--- src/rcs_pkg.sv ---
// constants and types shared by the radio config and status slice
package rcs_pkg;
    // ----------------------------------------------------------------
    // register map: printed offsets are indices, byte address is 4x
    // ----------------------------------------------------------------
    localparam int          ADDR_W      = 20;
    localparam logic [15:0] IDX_THR     = 16'hdf06;
    localparam logic [15:0] IDX_RSSI    = 16'hdf07;
    localparam logic [15:0] IDX_SYNC_HI = 16'hdf08;
    localparam logic [15:0] IDX_SYNC_LO = 16'hdf09;
    localparam logic [15:0] IDX_TXH     = 16'hdf0a;
    localparam logic [15:0] IDX_TXL     = 16'hdf0b;
    localparam logic [15:0] IDX_RXH     = 16'hdf0c;
    localparam logic [ADDR_W-1:0] ADDR_THR     = {2'b00, IDX_THR, 2'b00};
    localparam logic [ADDR_W-1:0] ADDR_RSSI    = {2'b00, IDX_RSSI, 2'b00};
    localparam logic [ADDR_W-1:0] ADDR_SYNC_HI = {2'b00, IDX_SYNC_HI, 2'b00};
    localparam logic [ADDR_W-1:0] ADDR_SYNC_LO = {2'b00, IDX_SYNC_LO, 2'b00};
    localparam logic [ADDR_W-1:0] ADDR_TXH     = {2'b00, IDX_TXH, 2'b00};
    localparam logic [ADDR_W-1:0] ADDR_TXL     = {2'b00, IDX_TXL, 2'b00};
    localparam logic [ADDR_W-1:0] ADDR_RXH     = {2'b00, IDX_RXH, 2'b00};
    // ----------------------------------------------------------------
    // reset values and field positions
    // ----------------------------------------------------------------
    localparam logic [7:0] THR_RST     = 8'he0;
    localparam logic [7:0] RSSI_RST    = 8'h80;
    localparam logic [7:0] SYNC_HI_RST = 8'ha7;
    localparam logic [7:0] SYNC_LO_RST = 8'h0f;
    localparam logic [7:0] TXH_RST     = 8'ha1;
    localparam logic [7:0] TXL_RST     = 8'h7f;
    localparam logic [5:0] RXH_RST     = 6'h12;
    localparam int         TURN_BIT    = 5;
    localparam logic [3:0] NIB_ONES    = 4'hf;
    localparam logic [1:0] RESP_OKAY   = 2'b00;
    localparam logic [1:0] RESP_SLVERR = 2'b10;
    // ----------------------------------------------------------------
    // timing
    // ----------------------------------------------------------------
    localparam int CLK_MHZ       = 100;
    localparam int SYMBOL_US     = 16;
    localparam int TURN_SHORT_US = 128;
    localparam int TURN_LONG_US  = 192;
    localparam int SYMBOL_CYC    = SYMBOL_US * CLK_MHZ;
    localparam int TURN_SHORT_CYC = TURN_SHORT_US * CLK_MHZ;
    localparam int TURN_LONG_CYC  = TURN_LONG_US * CLK_MHZ;
    localparam int AVG_DEPTH     = 8;
    // ----------------------------------------------------------------
    // types
    // ----------------------------------------------------------------
    typedef enum logic [1:0] {
        GAIN_LOW  = 2'b00,
        GAIN_MED  = 2'b01,
        GAIN_HIGH = 2'b10
    } rcs_gain_t;
    typedef enum logic [1:0] {
        TX_IDLE = 2'b00,
        TX_WAIT = 2'b01,
        TX_SYNC = 2'b11
    } rcs_tx_t;
endpackage : rcs_pkg

--- src/rcs_rssi_avg.sv ---
// running average of the last eight signal-strength samples
`timescale 1ns/1ps
module rcs_rssi_avg (
    input  wire logic       aclk,
    input  wire logic       aresetn,
    input  wire logic [7:0] sample,
    input  wire logic       sample_valid,
    output logic      [7:0] avg,
    output logic            avg_update
);
    import rcs_pkg::*;
    typedef struct packed {
        logic [AVG_DEPTH*8-1:0] win;
        logic signed [10:0]     sum;
        logic [7:0]             avg;
        logic                   upd;
    } rcs_avg_st_t;
    rcs_avg_st_t q, n;

    // window starts at the reset estimate so the first average is sane
    always_comb begin
        n     = q;
        n.upd = 1'b0;
        if (sample_valid) begin
            n.sum = q.sum + 11'($signed(sample)) - 11'($signed(q.win[AVG_DEPTH*8-1 -: 8]));
            n.win = {q.win[AVG_DEPTH*8-9:0], sample};
            n.avg = n.sum[10:3];
            n.upd = 1'b1;
        end
    end

    always_ff @(posedge aclk) begin
        if (!aresetn) begin
            q.win <= {AVG_DEPTH{RSSI_RST}};
            q.sum <= 11'sh400;
            q.avg <= RSSI_RST;
            q.upd <= 1'b0;
        end else begin
            q <= n;
        end
    end
    assign avg        = q.avg;
    assign avg_update = q.upd;
endmodule : rcs_rssi_avg

--- src/rcs_sync_match.sv ---
// sync pattern nibble mapping for transmit and matching for receive
`timescale 1ns/1ps
module rcs_sync_match (
    input  wire logic [15:0] pattern,
    input  wire logic [19:0] hist,
    input  wire logic [1:0]  tx_idx,
    output logic      [3:0]  tx_nibble,
    output logic             match
);
    import rcs_pkg::*;
    logic [3:0] req;
    logic [3:0] ok;
    logic [3:0] nib;
    logic [3:0] pre;

    // hist[3:0] is newest symbol; pattern nibble k sits at hist slot 3-k
    for (genvar k = 0; k < 4; k++) begin : g_nib
        assign req[k] = (pattern[4*k +: 4] != NIB_ONES);
        assign ok[k]  = !req[k] || (hist[4*(3-k) +: 4] == pattern[4*k +: 4]);
    end

    always_comb begin
        pre = hist[19:16];
        if (req[0])      pre = hist[19:16];
        else if (req[1]) pre = hist[15:12];
        else if (req[2]) pre = hist[11:8];
        else if (req[3]) pre = hist[7:4];
        else             pre = hist[3:0];
        match = (&ok) && (pre == 4'h0);
        nib   = pattern[4*tx_idx +: 4];
        tx_nibble = (nib == NIB_ONES) ? 4'h0 : nib;
    end
endmodule : rcs_sync_match

--- src/rcs_radio_cfg.sv ---
// register slice: clear-channel, sync pattern, transmit_start_delay_select, analog codes
`timescale 1ns/1ps
module rcs_radio_cfg #(
    parameter int unsigned TURN_SHORT = rcs_pkg::TURN_SHORT_CYC,
    parameter int unsigned TURN_LONG  = rcs_pkg::TURN_LONG_CYC
) (
    input  wire logic                      aclk,
    input  wire logic                      aresetn,
    // axi4-lite slave
    input  wire logic [rcs_pkg::ADDR_W-1:0] s_axi_awaddr,
    input  wire logic                      s_axi_awvalid,
    output logic                           s_axi_awready,
    input  wire logic [31:0]               s_axi_wdata,
    input  wire logic [3:0]                s_axi_wstrb,
    input  wire logic                      s_axi_wvalid,
    output logic                           s_axi_wready,
    output logic [1:0]                     s_axi_bresp,
    output logic                           s_axi_bvalid,
    input  wire logic                      s_axi_bready,
    input  wire logic [rcs_pkg::ADDR_W-1:0] s_axi_araddr,
    input  wire logic                      s_axi_arvalid,
    output logic                           s_axi_arready,
    output logic [31:0]                    s_axi_rdata,
    output logic [1:0]                     s_axi_rresp,
    output logic                           s_axi_rvalid,
    input  wire logic                      s_axi_rready,
    // receive datapath
    input  wire logic [7:0]                rssi_sample,
    input  wire logic                      rssi_sample_valid,
    input  wire logic [3:0]                rx_symbol,
    input  wire logic                      rx_symbol_valid,
    input  wire rcs_pkg::rcs_gain_t        agc_gain_sel,
    // transmit control
    input  wire logic                      transmit_on_strobe,
    output logic                           tx_start,
    output logic [3:0]                     tx_sync_symbol,
    output logic                           tx_sync_valid,
    output logic                           tx_busy,
    // status
    output logic                           clear_channel,
    output logic                           frame_sync_found,
    // analog codes
    output logic [4:0]                     amplifier_output_level,
    output logic [2:0]                     amplifier_current_trim,
    output logic                           amplifier_output_select,
    output logic [1:0]                     tx_mixer_buffer_bias,
    output logic [1:0]                     tx_mixer_varactor_select,
    output logic [1:0]                     tx_mixer_current_select,
    output logic [1:0]                     rx_mixer_buffer_bias,
    output logic [1:0]                     lna_compensation
);
    import rcs_pkg::*;

    // ----------------------------------------------------------------
    // state
    // ----------------------------------------------------------------
    typedef struct packed {
        logic [7:0]        clear_channel_threshold;
        logic [7:0]        frame_sync_pattern_high;
        logic [7:0]        frame_sync_pattern_low;
        logic [7:0]        transmit_control_high;
        logic [7:0]        transmit_control_low;
        logic [5:0]        receive_control_high;
        logic              have_aw;
        logic [ADDR_W-1:0] waddr;
        logic              have_w;
        logic [7:0]        wdata;
        logic              wlane;
        logic              awready;
        logic              wready;
        logic              bvalid;
        logic [1:0]        bresp;
        logic              arready;
        logic              rvalid;
        logic [7:0]        rdata;
        logic [1:0]        rresp;
        rcs_tx_t           tx_st;
        logic [15:0]       tx_cnt;
        logic [1:0]        nib_idx;
        logic              tx_start;
        logic [3:0]        tx_sym;
        logic              tx_valid;
        logic [19:0]       hist;
        logic              sync_found;
        logic              cca;
        logic [1:0]        lna_comp;
        logic              busy;
    } rcs_st_t;
    rcs_st_t q, n;

    logic [7:0] signal_strength_value;
    logic       rssi_upd;
    logic [3:0] tx_nibble;
    logic       sync_match;
    logic [1:0] tx_idx;
    logic       wr_en;
    logic [19:0] next_hist;

    // ----------------------------------------------------------------
    // helpers
    // ----------------------------------------------------------------
    rcs_rssi_avg u_avg (
        .aclk         (aclk),
        .aresetn      (aresetn),
        .sample       (rssi_sample),
        .sample_valid (rssi_sample_valid),
        .avg          (signal_strength_value),
        .avg_update   (rssi_upd)
    );

    // match looks at history including the symbol arriving now
    assign next_hist = rx_symbol_valid ? {q.hist[15:0], rx_symbol} : q.hist;
    assign tx_idx    = (q.tx_st == TX_SYNC) ? q.nib_idx + 2'd1 : 2'd0;

    rcs_sync_match u_sync (
        .pattern   ({q.frame_sync_pattern_high, q.frame_sync_pattern_low}),
        .hist      (next_hist),
        .tx_idx    (tx_idx),
        .tx_nibble (tx_nibble),
        .match     (sync_match)
    );

    function automatic logic [7:0] rd_mux(input rcs_st_t s, input logic [ADDR_W-1:0] a,
                                           input logic [7:0] rssi);
        unique case (a)
            ADDR_THR:     rd_mux = s.clear_channel_threshold;
            ADDR_RSSI:    rd_mux = rssi;
            ADDR_SYNC_HI: rd_mux = s.frame_sync_pattern_high;
            ADDR_SYNC_LO: rd_mux = s.frame_sync_pattern_low;
            ADDR_TXH:     rd_mux = s.transmit_control_high;
            ADDR_TXL:     rd_mux = s.transmit_control_low;
            ADDR_RXH:     rd_mux = {2'b00, s.receive_control_high};
            default:      rd_mux = 8'h00;
        endcase
    endfunction : rd_mux

    function automatic logic mapped(input logic [ADDR_W-1:0] a);
        mapped = (a >= ADDR_THR) && (a <= ADDR_RXH) && (a[1:0] == 2'b00);
    endfunction : mapped

    assign wr_en = q.have_aw && q.have_w && !q.bvalid;

    // ----------------------------------------------------------------
    // next state
    // ----------------------------------------------------------------
    always_comb begin
        n            = q;
        n.tx_start   = 1'b0;
        n.tx_valid   = 1'b0;
        n.sync_found = 1'b0;
        // write channel: address and data in either order
        if (s_axi_awvalid && q.awready) begin
            n.have_aw = 1'b1;
            n.waddr   = s_axi_awaddr;
        end
        if (s_axi_wvalid && q.wready) begin
            n.have_w = 1'b1;
            n.wdata  = s_axi_wdata[7:0];
            n.wlane  = s_axi_wstrb[0];
        end
        if (wr_en) begin
            n.have_aw = 1'b0;
            n.have_w  = 1'b0;
            n.bvalid  = 1'b1;
            n.bresp   = mapped(q.waddr) ? RESP_OKAY : RESP_SLVERR;
            if (q.wlane) begin
                unique case (q.waddr)
                    ADDR_THR:     n.clear_channel_threshold = q.wdata;
                    ADDR_SYNC_HI: n.frame_sync_pattern_high = q.wdata;
                    ADDR_SYNC_LO: n.frame_sync_pattern_low  = q.wdata;
                    ADDR_TXH:     n.transmit_control_high   = q.wdata;
                    ADDR_TXL:     n.transmit_control_low    = q.wdata;
                    ADDR_RXH:     n.receive_control_high    = q.wdata[5:0];
                    default:      n.bresp = n.bresp; // estimate is read-only
                endcase
            end
        end else if (q.bvalid && s_axi_bready) begin
            n.bvalid = 1'b0;
        end
        n.awready = !n.have_aw && !n.bvalid;
        n.wready  = !n.have_w && !n.bvalid;
        // read channel: one word in flight
        if (s_axi_arvalid && q.arready) begin
            n.rvalid = 1'b1;
            n.rdata  = rd_mux(q, s_axi_araddr, signal_strength_value);
            n.rresp  = mapped(s_axi_araddr) ? RESP_OKAY : RESP_SLVERR;
        end else if (q.rvalid && s_axi_rready) begin
            n.rvalid = 1'b0;
        end
        n.arready = !n.rvalid;

        // compare runs every cycle, so clear_channel follows each estimate update one cycle later
        n.cca = $signed(signal_strength_value) < $signed(q.clear_channel_threshold);

        // lna compensation picked by the agc gain step
        unique case (agc_gain_sel)
            GAIN_HIGH: n.lna_comp = q.receive_control_high[3:2];
            GAIN_MED:  n.lna_comp = q.receive_control_high[1:0];
            default:   n.lna_comp = 2'b00;
        endcase

        // receive sync search
        n.hist = next_hist;
        if (rx_symbol_valid && sync_match) begin
            n.sync_found = 1'b1;
        end

        // transmit turnaround then sync pattern symbols
        unique case (q.tx_st)
            TX_IDLE: begin
                if (transmit_on_strobe) begin
                    n.tx_st  = TX_WAIT;
                    n.tx_cnt = q.transmit_control_high[TURN_BIT] ? 16'(TURN_LONG - 1)
                                                                 : 16'(TURN_SHORT - 1);
                end
            end
            TX_WAIT: begin
                if (q.tx_cnt == 16'h0000) begin
                    n.tx_st    = TX_SYNC;
                    n.tx_start = 1'b1;
                    n.nib_idx  = 2'd0;
                    n.tx_sym   = tx_nibble;
                    n.tx_valid = 1'b1;
                    n.tx_cnt   = 16'(SYMBOL_CYC - 1);
                end else begin
                    n.tx_cnt = q.tx_cnt - 16'h0001;
                end
            end
            TX_SYNC: begin
                if (q.tx_cnt != 16'h0000) begin
                    n.tx_cnt = q.tx_cnt - 16'h0001;
                end else if (q.nib_idx == 2'd3) begin
                    n.tx_st = TX_IDLE;
                end else begin
                    n.nib_idx  = tx_idx; // low nibble first
                    n.tx_sym   = tx_nibble;
                    n.tx_valid = 1'b1;
                    n.tx_cnt   = 16'(SYMBOL_CYC - 1);
                end
            end
        endcase
        // busy is registered so the pin comes straight from a flop
        n.busy = (n.tx_st != TX_IDLE);
    end

    // ----------------------------------------------------------------
    // registers
    // ----------------------------------------------------------------
    always_ff @(posedge aclk) begin
        if (!aresetn) begin
            q                         <= '0;
            q.clear_channel_threshold <= THR_RST;
            q.frame_sync_pattern_high <= SYNC_HI_RST;
            q.frame_sync_pattern_low  <= SYNC_LO_RST;
            q.transmit_control_high   <= TXH_RST;
            q.transmit_control_low    <= TXL_RST;
            q.receive_control_high    <= RXH_RST;
            q.hist                    <= 20'hfffff;
            q.tx_st                   <= TX_IDLE;
        end else begin
            q <= n;
        end
    end

    // ----------------------------------------------------------------
    // outputs
    // ----------------------------------------------------------------
    assign s_axi_awready = q.awready;
    assign s_axi_wready  = q.wready;
    assign s_axi_bvalid  = q.bvalid;
    assign s_axi_bresp   = q.bresp;
    assign s_axi_arready = q.arready;
    assign s_axi_rvalid  = q.rvalid;
    assign s_axi_rdata   = {24'h000000, q.rdata};
    assign s_axi_rresp   = q.rresp;
    assign tx_start      = q.tx_start;
    assign tx_sync_symbol = q.tx_sym;
    assign tx_sync_valid = q.tx_valid;
    assign tx_busy       = q.busy;
    assign clear_channel = q.cca;
    assign frame_sync_found = q.sync_found;
    // static codes straight from the holding registers; lna_compensation comes from the registered gain pick
    assign amplifier_output_level   = q.transmit_control_low[4:0];
    assign amplifier_current_trim   = q.transmit_control_low[7:5];
    assign amplifier_output_select  = q.transmit_control_high[0];
    assign tx_mixer_buffer_bias     = q.transmit_control_high[7:6];
    assign tx_mixer_varactor_select = q.transmit_control_high[4:3];
    assign tx_mixer_current_select  = q.transmit_control_high[2:1];
    assign rx_mixer_buffer_bias     = q.receive_control_high[5:4];
    assign lna_compensation         = q.lna_comp;
endmodule : rcs_radio_cfg

--- config.mk ---
export PLATFORM = sky130hd
export DESIGN_NAME = rcs_radio_cfg
export DESIGN_NICKNAME = d
export VERILOG_FILES = /design/src/rcs_pkg.sv /design/src/rcs_rssi_avg.sv /design/src/rcs_sync_match.sv /design/src/rcs_radio_cfg.sv
export SDC_FILE = /design/constraint.sdc
export NUM_CORES = 1
export LEC_CHECK = 0
export ABC_CLOCK_PERIOD_IN_PS = 5500
export BUFFER_PORTS_ARGS = -buffer_cell sky130_fd_sc_hd__buf_2
export CAP_MARGIN = 40
export CORE_ASPECT_RATIO = 0.6
export CORE_MARGIN = 4
export CORE_UTILIZATION = 55
export DETAILED_ROUTE_END_ITERATION = 8
export PLACE_DENSITY = 0.87
export SLEW_MARGIN = 30
export SYNTH_ARGS = -nofsm -noshare
export SYNTH_HDL_FRONTEND = slang
export SYNTH_SLANG_ARGS = --single-unit
export TNS_END_PERCENT = 5
--- constraint.sdc ---
create_clock -name aclk -period 5.5 [get_ports aclk]
set_input_delay 0.55 -clock aclk [delete_from_list [all_inputs] [get_ports aclk]]
set_output_delay 0.55 -clock aclk [all_outputs]
set_load 0.005 [all_outputs]
# Word level (Yosys, flattened, before mapping)
# Cells that the tools add are included.
[word_totals] ff_bits=228 input_bits=100 word_cells=156
[op_classes] n_reduce_logical=46 shift=1 eq_ne=32 muxes=35 addsub=4 order_cmp=5
[ops] cell="$eq 20x18->1 const B" n=13
[ops] cell="$pmux 8 s7" n=1
[ops] cell="$pmux 18 s3" n=1
[ops] cell="$ge 20x18->1 const B" n=2
[ops] cell="$le 20x18->1 const B" n=2
[ops] cell="$mux 18" n=2
[ops] cell="$mux 16" n=2
[ops] cell="$mux 21" n=1
[ops] cell="$mux 20" n=1
[ops] cell="$mux 4" n=5
[ops] cell="$reduce_and 3->1" n=6
[ops] cell="$eq 4x4->1" n=4
[ops] cell="$logic_not 16->1" n=1
[ops] cell="$ne 4x4->1 const B" n=4
[ops] cell="$reduce_bool 16->1" n=1
[ops] cell="$shiftx 16x5->4" n=1
[ops] cell="$sub 16x1->16 const B" n=1
[ops] cell="$logic_and 1x1->1" n=15
[ops] cell="$mux 15" n=1
[ops] cell="$mux 2" n=7
[ops] cell="$add 11x8->11" n=1
[ops] cell="$sub 11x8->11" n=1
[ops] cell="$mux 10" n=1
[ops] cell="$mux 5" n=2
[ops] cell="other kinds (18)" n=47

# Longest topological paths before layout
[depth] ltp_word=9 mapped_depth=11 mapped_depth_nobuf=11

# Hierarchy
# A second synthesis with hierarchy kept.
[unflattened] hier_cells=1189 area_unflattened_um2=10844.2
[modules_own_cells] mod="rcs_radio_cfg" cells_each=787 area_per_inst_um2=6945.4 instances=1
[modules_own_cells] mod="rcs_rssi_avg" cells_each=357 area_per_inst_um2=3478.3 instances=1
[modules_own_cells] mod="rcs_sync_match" cells_each=45 area_per_inst_um2=420.4 instances=1

# Least setup slack after synthesis
# Ideal clock, no wire load.
[synth_timing] path_type="input port to flip-flop" start="in rssi_sample[1]" end="reg, netlist name u_avg.avg[7]" arrival_ns=2.794 stages=10 setup_ns=0.062 setup_slack_ns=2.644 n_path_buf=0 required_time_ns=5.438 cell_sequence="inv_1 -> fa_1 -> inv_1 -> fa_1 -> a211oi_1 -> o21ai_0 -> nand3_1 -> a31oi_1 -> or4_1 -> nand3_1"
[synth_via] elab_chain_len=2
[synth_lines] item="start: declaration" line="rcs_radio_cfg.sv:28" text="input wire logic [7:0] rssi_sample,"
[synth_lines] item="$add 11x8->11" line="rcs_rssi_avg.sv:25" text="n.sum = q.sum + 11'($signed(sample)) - 11'($signed(q.win[AVG_DEPTH*8-1 -: 8]));"
[synth_lines] item="$sub 11x8->11" line="rcs_rssi_avg.sv:25"
# No other way between the ends.
# A chain may end at the register's enable or synchronous reset.

# Final worst setup path
[layout_timing] start="reg u_avg.q[10] (netlist bit)" end="reg, netlist name u_avg.avg[7]"
[layout_via] elab_chain_len=2
[layout_lines] item="start: declaration" line="rcs_rssi_avg.sv:18" text="rcs_avg_st_t q, n;"
[layout_lines] item="start signal: assignment" line="rcs_rssi_avg.sv:39" text="q <= n;"
[layout_lines] item="$add 11x8->11" line="rcs_rssi_avg.sv:25"
[layout_lines] item="$sub 11x8->11" line="rcs_rssi_avg.sv:25"
# No other way between the ends.

==> implementation parameters <==
Parameter                              Value

Synthesis
  Number of synthesized register bits    218
  Mean instance size in the synthesized netlist    8.907 um^2
  Fraction of synthesized area in multiplexers    14.80%
  Most used DFF post-synth    dfxtp_1
  Number of warnings printed during yosys synthesis    0
  Area share of and/or/nand/nor cells after synthesis    17.63%
  EDFF count, synth    0
  Top area cells in the synthesized netlist    dfxtp_1 42%, mux2i_1 13%, nand2_1 5.6%, nor2_1 4.6%, buf_4 4.2%
  Cell variety after synth    77
  Synth Instances    1,179
  Top cell type by total area after synthesis    dfxtp_1
  Arithmetic-cell share of the synthesized area counting full adders, half adders and majority gates    4.647%
  Proportion of synthesized flip-flops having asynchronous set or reset    0%
  Post-synthesis xor/xnor area fraction    1.751%
  Top cells by count, synth    218 x dfxtp_1, 158 x nand2_1, 135 x mux2i_1, 128 x nor2_1, 72 x a21oi_1
  Most frequent cell after synthesis    dfxtp_1
  Fraction of the yosys area taken by sequential cells    41.56%
  Area fraction in compound gates after synthesis    10.88%
  Largest family of logic cells by synthesized area    simple AND/OR/NAND/NOR gates
  Fraction of post-synthesis cell area in the top cell type by area    41.56%
  Netlist area before placement    10,500 um^2

Clock tree
  Sinks on the clock net    218
  Cts bufs inserted    21
  Number of resized instances in the post-cts repair step    0
  Cell at the root of the clock tree    clkbuf_16
  Clock transition time at the flip-flop clock pins of the worst setup and hold paths    70 ps
  Worst-skew pair later-pin latency    500 ps
  Clock tree from TritonCTS    done
  Buffer levels on the longest clock path    3
  Maximum level of the CTS H-tree    1
  Count of buffers added by post-CTS timing repair for setup    0
  Number of buffers inserted for hold repair after clock tree synthesis    0

GRT
  Number of antenna violations at the first check in global routing    1
  Overall fraction of global-route tracks in use    23.47%
  Maximum number of pins on one net before global-route repair    72
  Vias in the first global route    8,371
  Global-route wire length before repair    42,270 um
  GR Overflow Total    0

Pwr
  VDD IR max    0.2107 mV
  Static power due to leakage    5.181 nW
  Power Density    320.2 nW/um^2
  Power, Total    3.679 mW

Place
  DP Worst Slack    2264 ps
  HPWL after detailed placement    18,330 um
  Count of input and output buffers    115
  Cell area reported after detailed placement    10,850 um^2
  Routability-driven placement congestion ratio    0.9569
  Number of placed instances, taps included    1,453

Timing
  Period Utilization, post-route    53.82%
  Fmax    0.3379 GHz
  Final worst clock skew    9.230 ps
  Max-slew headroom at the worst pin    40.98%
  Unrepaired setup endpoints after global routing    false
  Min cycle time layout    2960 ps
  Setup-violating endpoint count in the final report    0
  Actual transition at the worst max-transition pin    878.0 ps
  Final count of hold timing violations    0
  Total negative slack    0 ps
  Final Slew Violations    0
  Minimum setup slack in the final design    2540 ps

Die
  Area of the die    21,440 um^2
  Chip Height    115.0 um
  Core area    18,400 um^2
  Chip Width    186.4 um
  # rows    38
  Effective utilization at floorplan    57.07%
  IO Count    169

Routing
  Via Count    8,643
  WL/cell    17.34 um
  DRC marker count from the first detailed-route iteration    884
  DR pass1 iterations    8
  Number of nets still failing antenna checks after routing    0
  Post-DR vias/cell    5.797
  Total DRC errors in the routed layout    0
  Final wirelength    25,860 um

Setup path
  Data arrival time of the worst path    3400 ps
  Crit Path Category    reg -> reg
  Setup crit start kind    flop
  Crit-path max FO    3
  Worst Setup End Kind    flop
  Required arrival time at the worst endpoint    5940 ps

Worst hold path
  Type of the most critical hold path    in -> reg

Cells and area
  Area growth from synthesis to layout    9.413%
  Post-Layout Cell Count    1,491
  Antenna diode instance count    0
  Proportion of layout cells with a drive suffix above 1    14.63%
  Final nets    1,371
  Final design instance area without fill    11,490 um^2

Outcome
  Run status    complete, no violations

Run
  # Max-Cap Violations    0
[final timing paths]
path	from	endpoint	slack (ps)	cells after the start
max reg2reg	u_avg.q[10]$_SDFFE_PN0P_	u_avg.avg[7]$_SDFFE_PN1P_	2540	10
min	s_axi_awaddr[12]	q[90]$_SDFFE_PN0P_	290	3
max	u_avg.q[10]$_SDFFE_PN0P_	u_avg.avg[7]$_SDFFE_PN1P_	2540	10
min reg2reg	s_axi_rdata[6]$_SDFFE_PN0P_	s_axi_rdata[6]$_SDFFE_PN0P_	450	2
[flip-flops by register name, summed over array words and instances, names as in the netlist, 2 cells and up]
register,flops
s_axi_rdata,8
tx_mixer_buffer_bias,2
rx_mixer_buffer_bias,2
tx_sync_symbol,4
q,100
tx_mixer_varactor_select,2
lna_compensation,2
u_avg.avg,8
tx_mixer_current_select,2
amplifier_output_level,5
amplifier_current_trim,3
u_avg.q,67
[per-stage QoR]
| step | util, % | hold slack (ps) |
|---|---|---|
| finish | 62.44 | 288.3 |
| global route | 62.44 | 291.6 |
| CTS | 62.39 | 274.4 |
| detailed placement | 58.98 | 437.2 |
| global placement | 58.81 | 430.7 |
| floorplan | - | 422.0 |
[kinds of logic (layout without fill, tap and decap cells)]
group / count (synthesis) / count (layout)
XOR/XNOR: 21 / 21
multiplexers: 145 / 145
AND/OR/NAND/NOR: 409 / 409
flip-flops: 218 / 218
AO/OA/AOI/OAI: 180 / 180
adder cells (fa/ha/maj): 33 / 33
other: 1 / 26
buffers and inverters: 172 / 219
[final cells by class]
cell class              instances  area [um^2]
clock buffers                  29        585.6
clock inverters                 7        42.54
fillers                      1483         6910
inverters                      61        231.5
multi-input cells             814         5336
flip-flops and latches        218         4364
well taps                     240        300.3
repair buffers                122        629.4
[routing by layer]
layer	GRT usage [%]	wire length, um
met4	5.711	528
met3	5.643	2852
met1	34.87	11860
met5	0	7
met2	34.70	10610
[layout by cell type, fill, tap and decap left out, types with 8 or more instances in the layout]
master     Yosys  layout
a211oi_1       8       8
a21o_1        12      12
a21oi_1       72      72
a222oi_1       8       8
a31oi_1       11      11
and3_1         8       8
buf_2          4     114
clkbuf_16      0      21
conb_1         1      26
dfxtp_1      218     218
fa_1          10      10
ha_1          23      23
inv_1         60      60
mux2i_1      135     135
mux4_2         8       8
nand2_1      158     158
nand2b_1       9       9
nand3_1       25      25
nand4_1       11      11
nor2_1       128     128
nor3_1        23      23
o21ai_0       25      24
xnor2_1        9       9
xor2_1        12      12
[power breakdown]
group	total, mW	switching (mW)	internal, mW
Sequential	1.71	0.0709	1.64
Clock	1.35	0.603	0.746
Combinational	0.617	0.360	0.257
[critical path: stages, from the launching register on]
cell and delay, ps:
dfxtp_1 330, inv_1 60, fa_1 500, inv_1 70, fa_1 490, a211oi_1 350, o21ai_0 240, nand3_1 140
a31oi_1 120, or4_1 490, nand3_1 90
(Power assumes the default switching activity.)
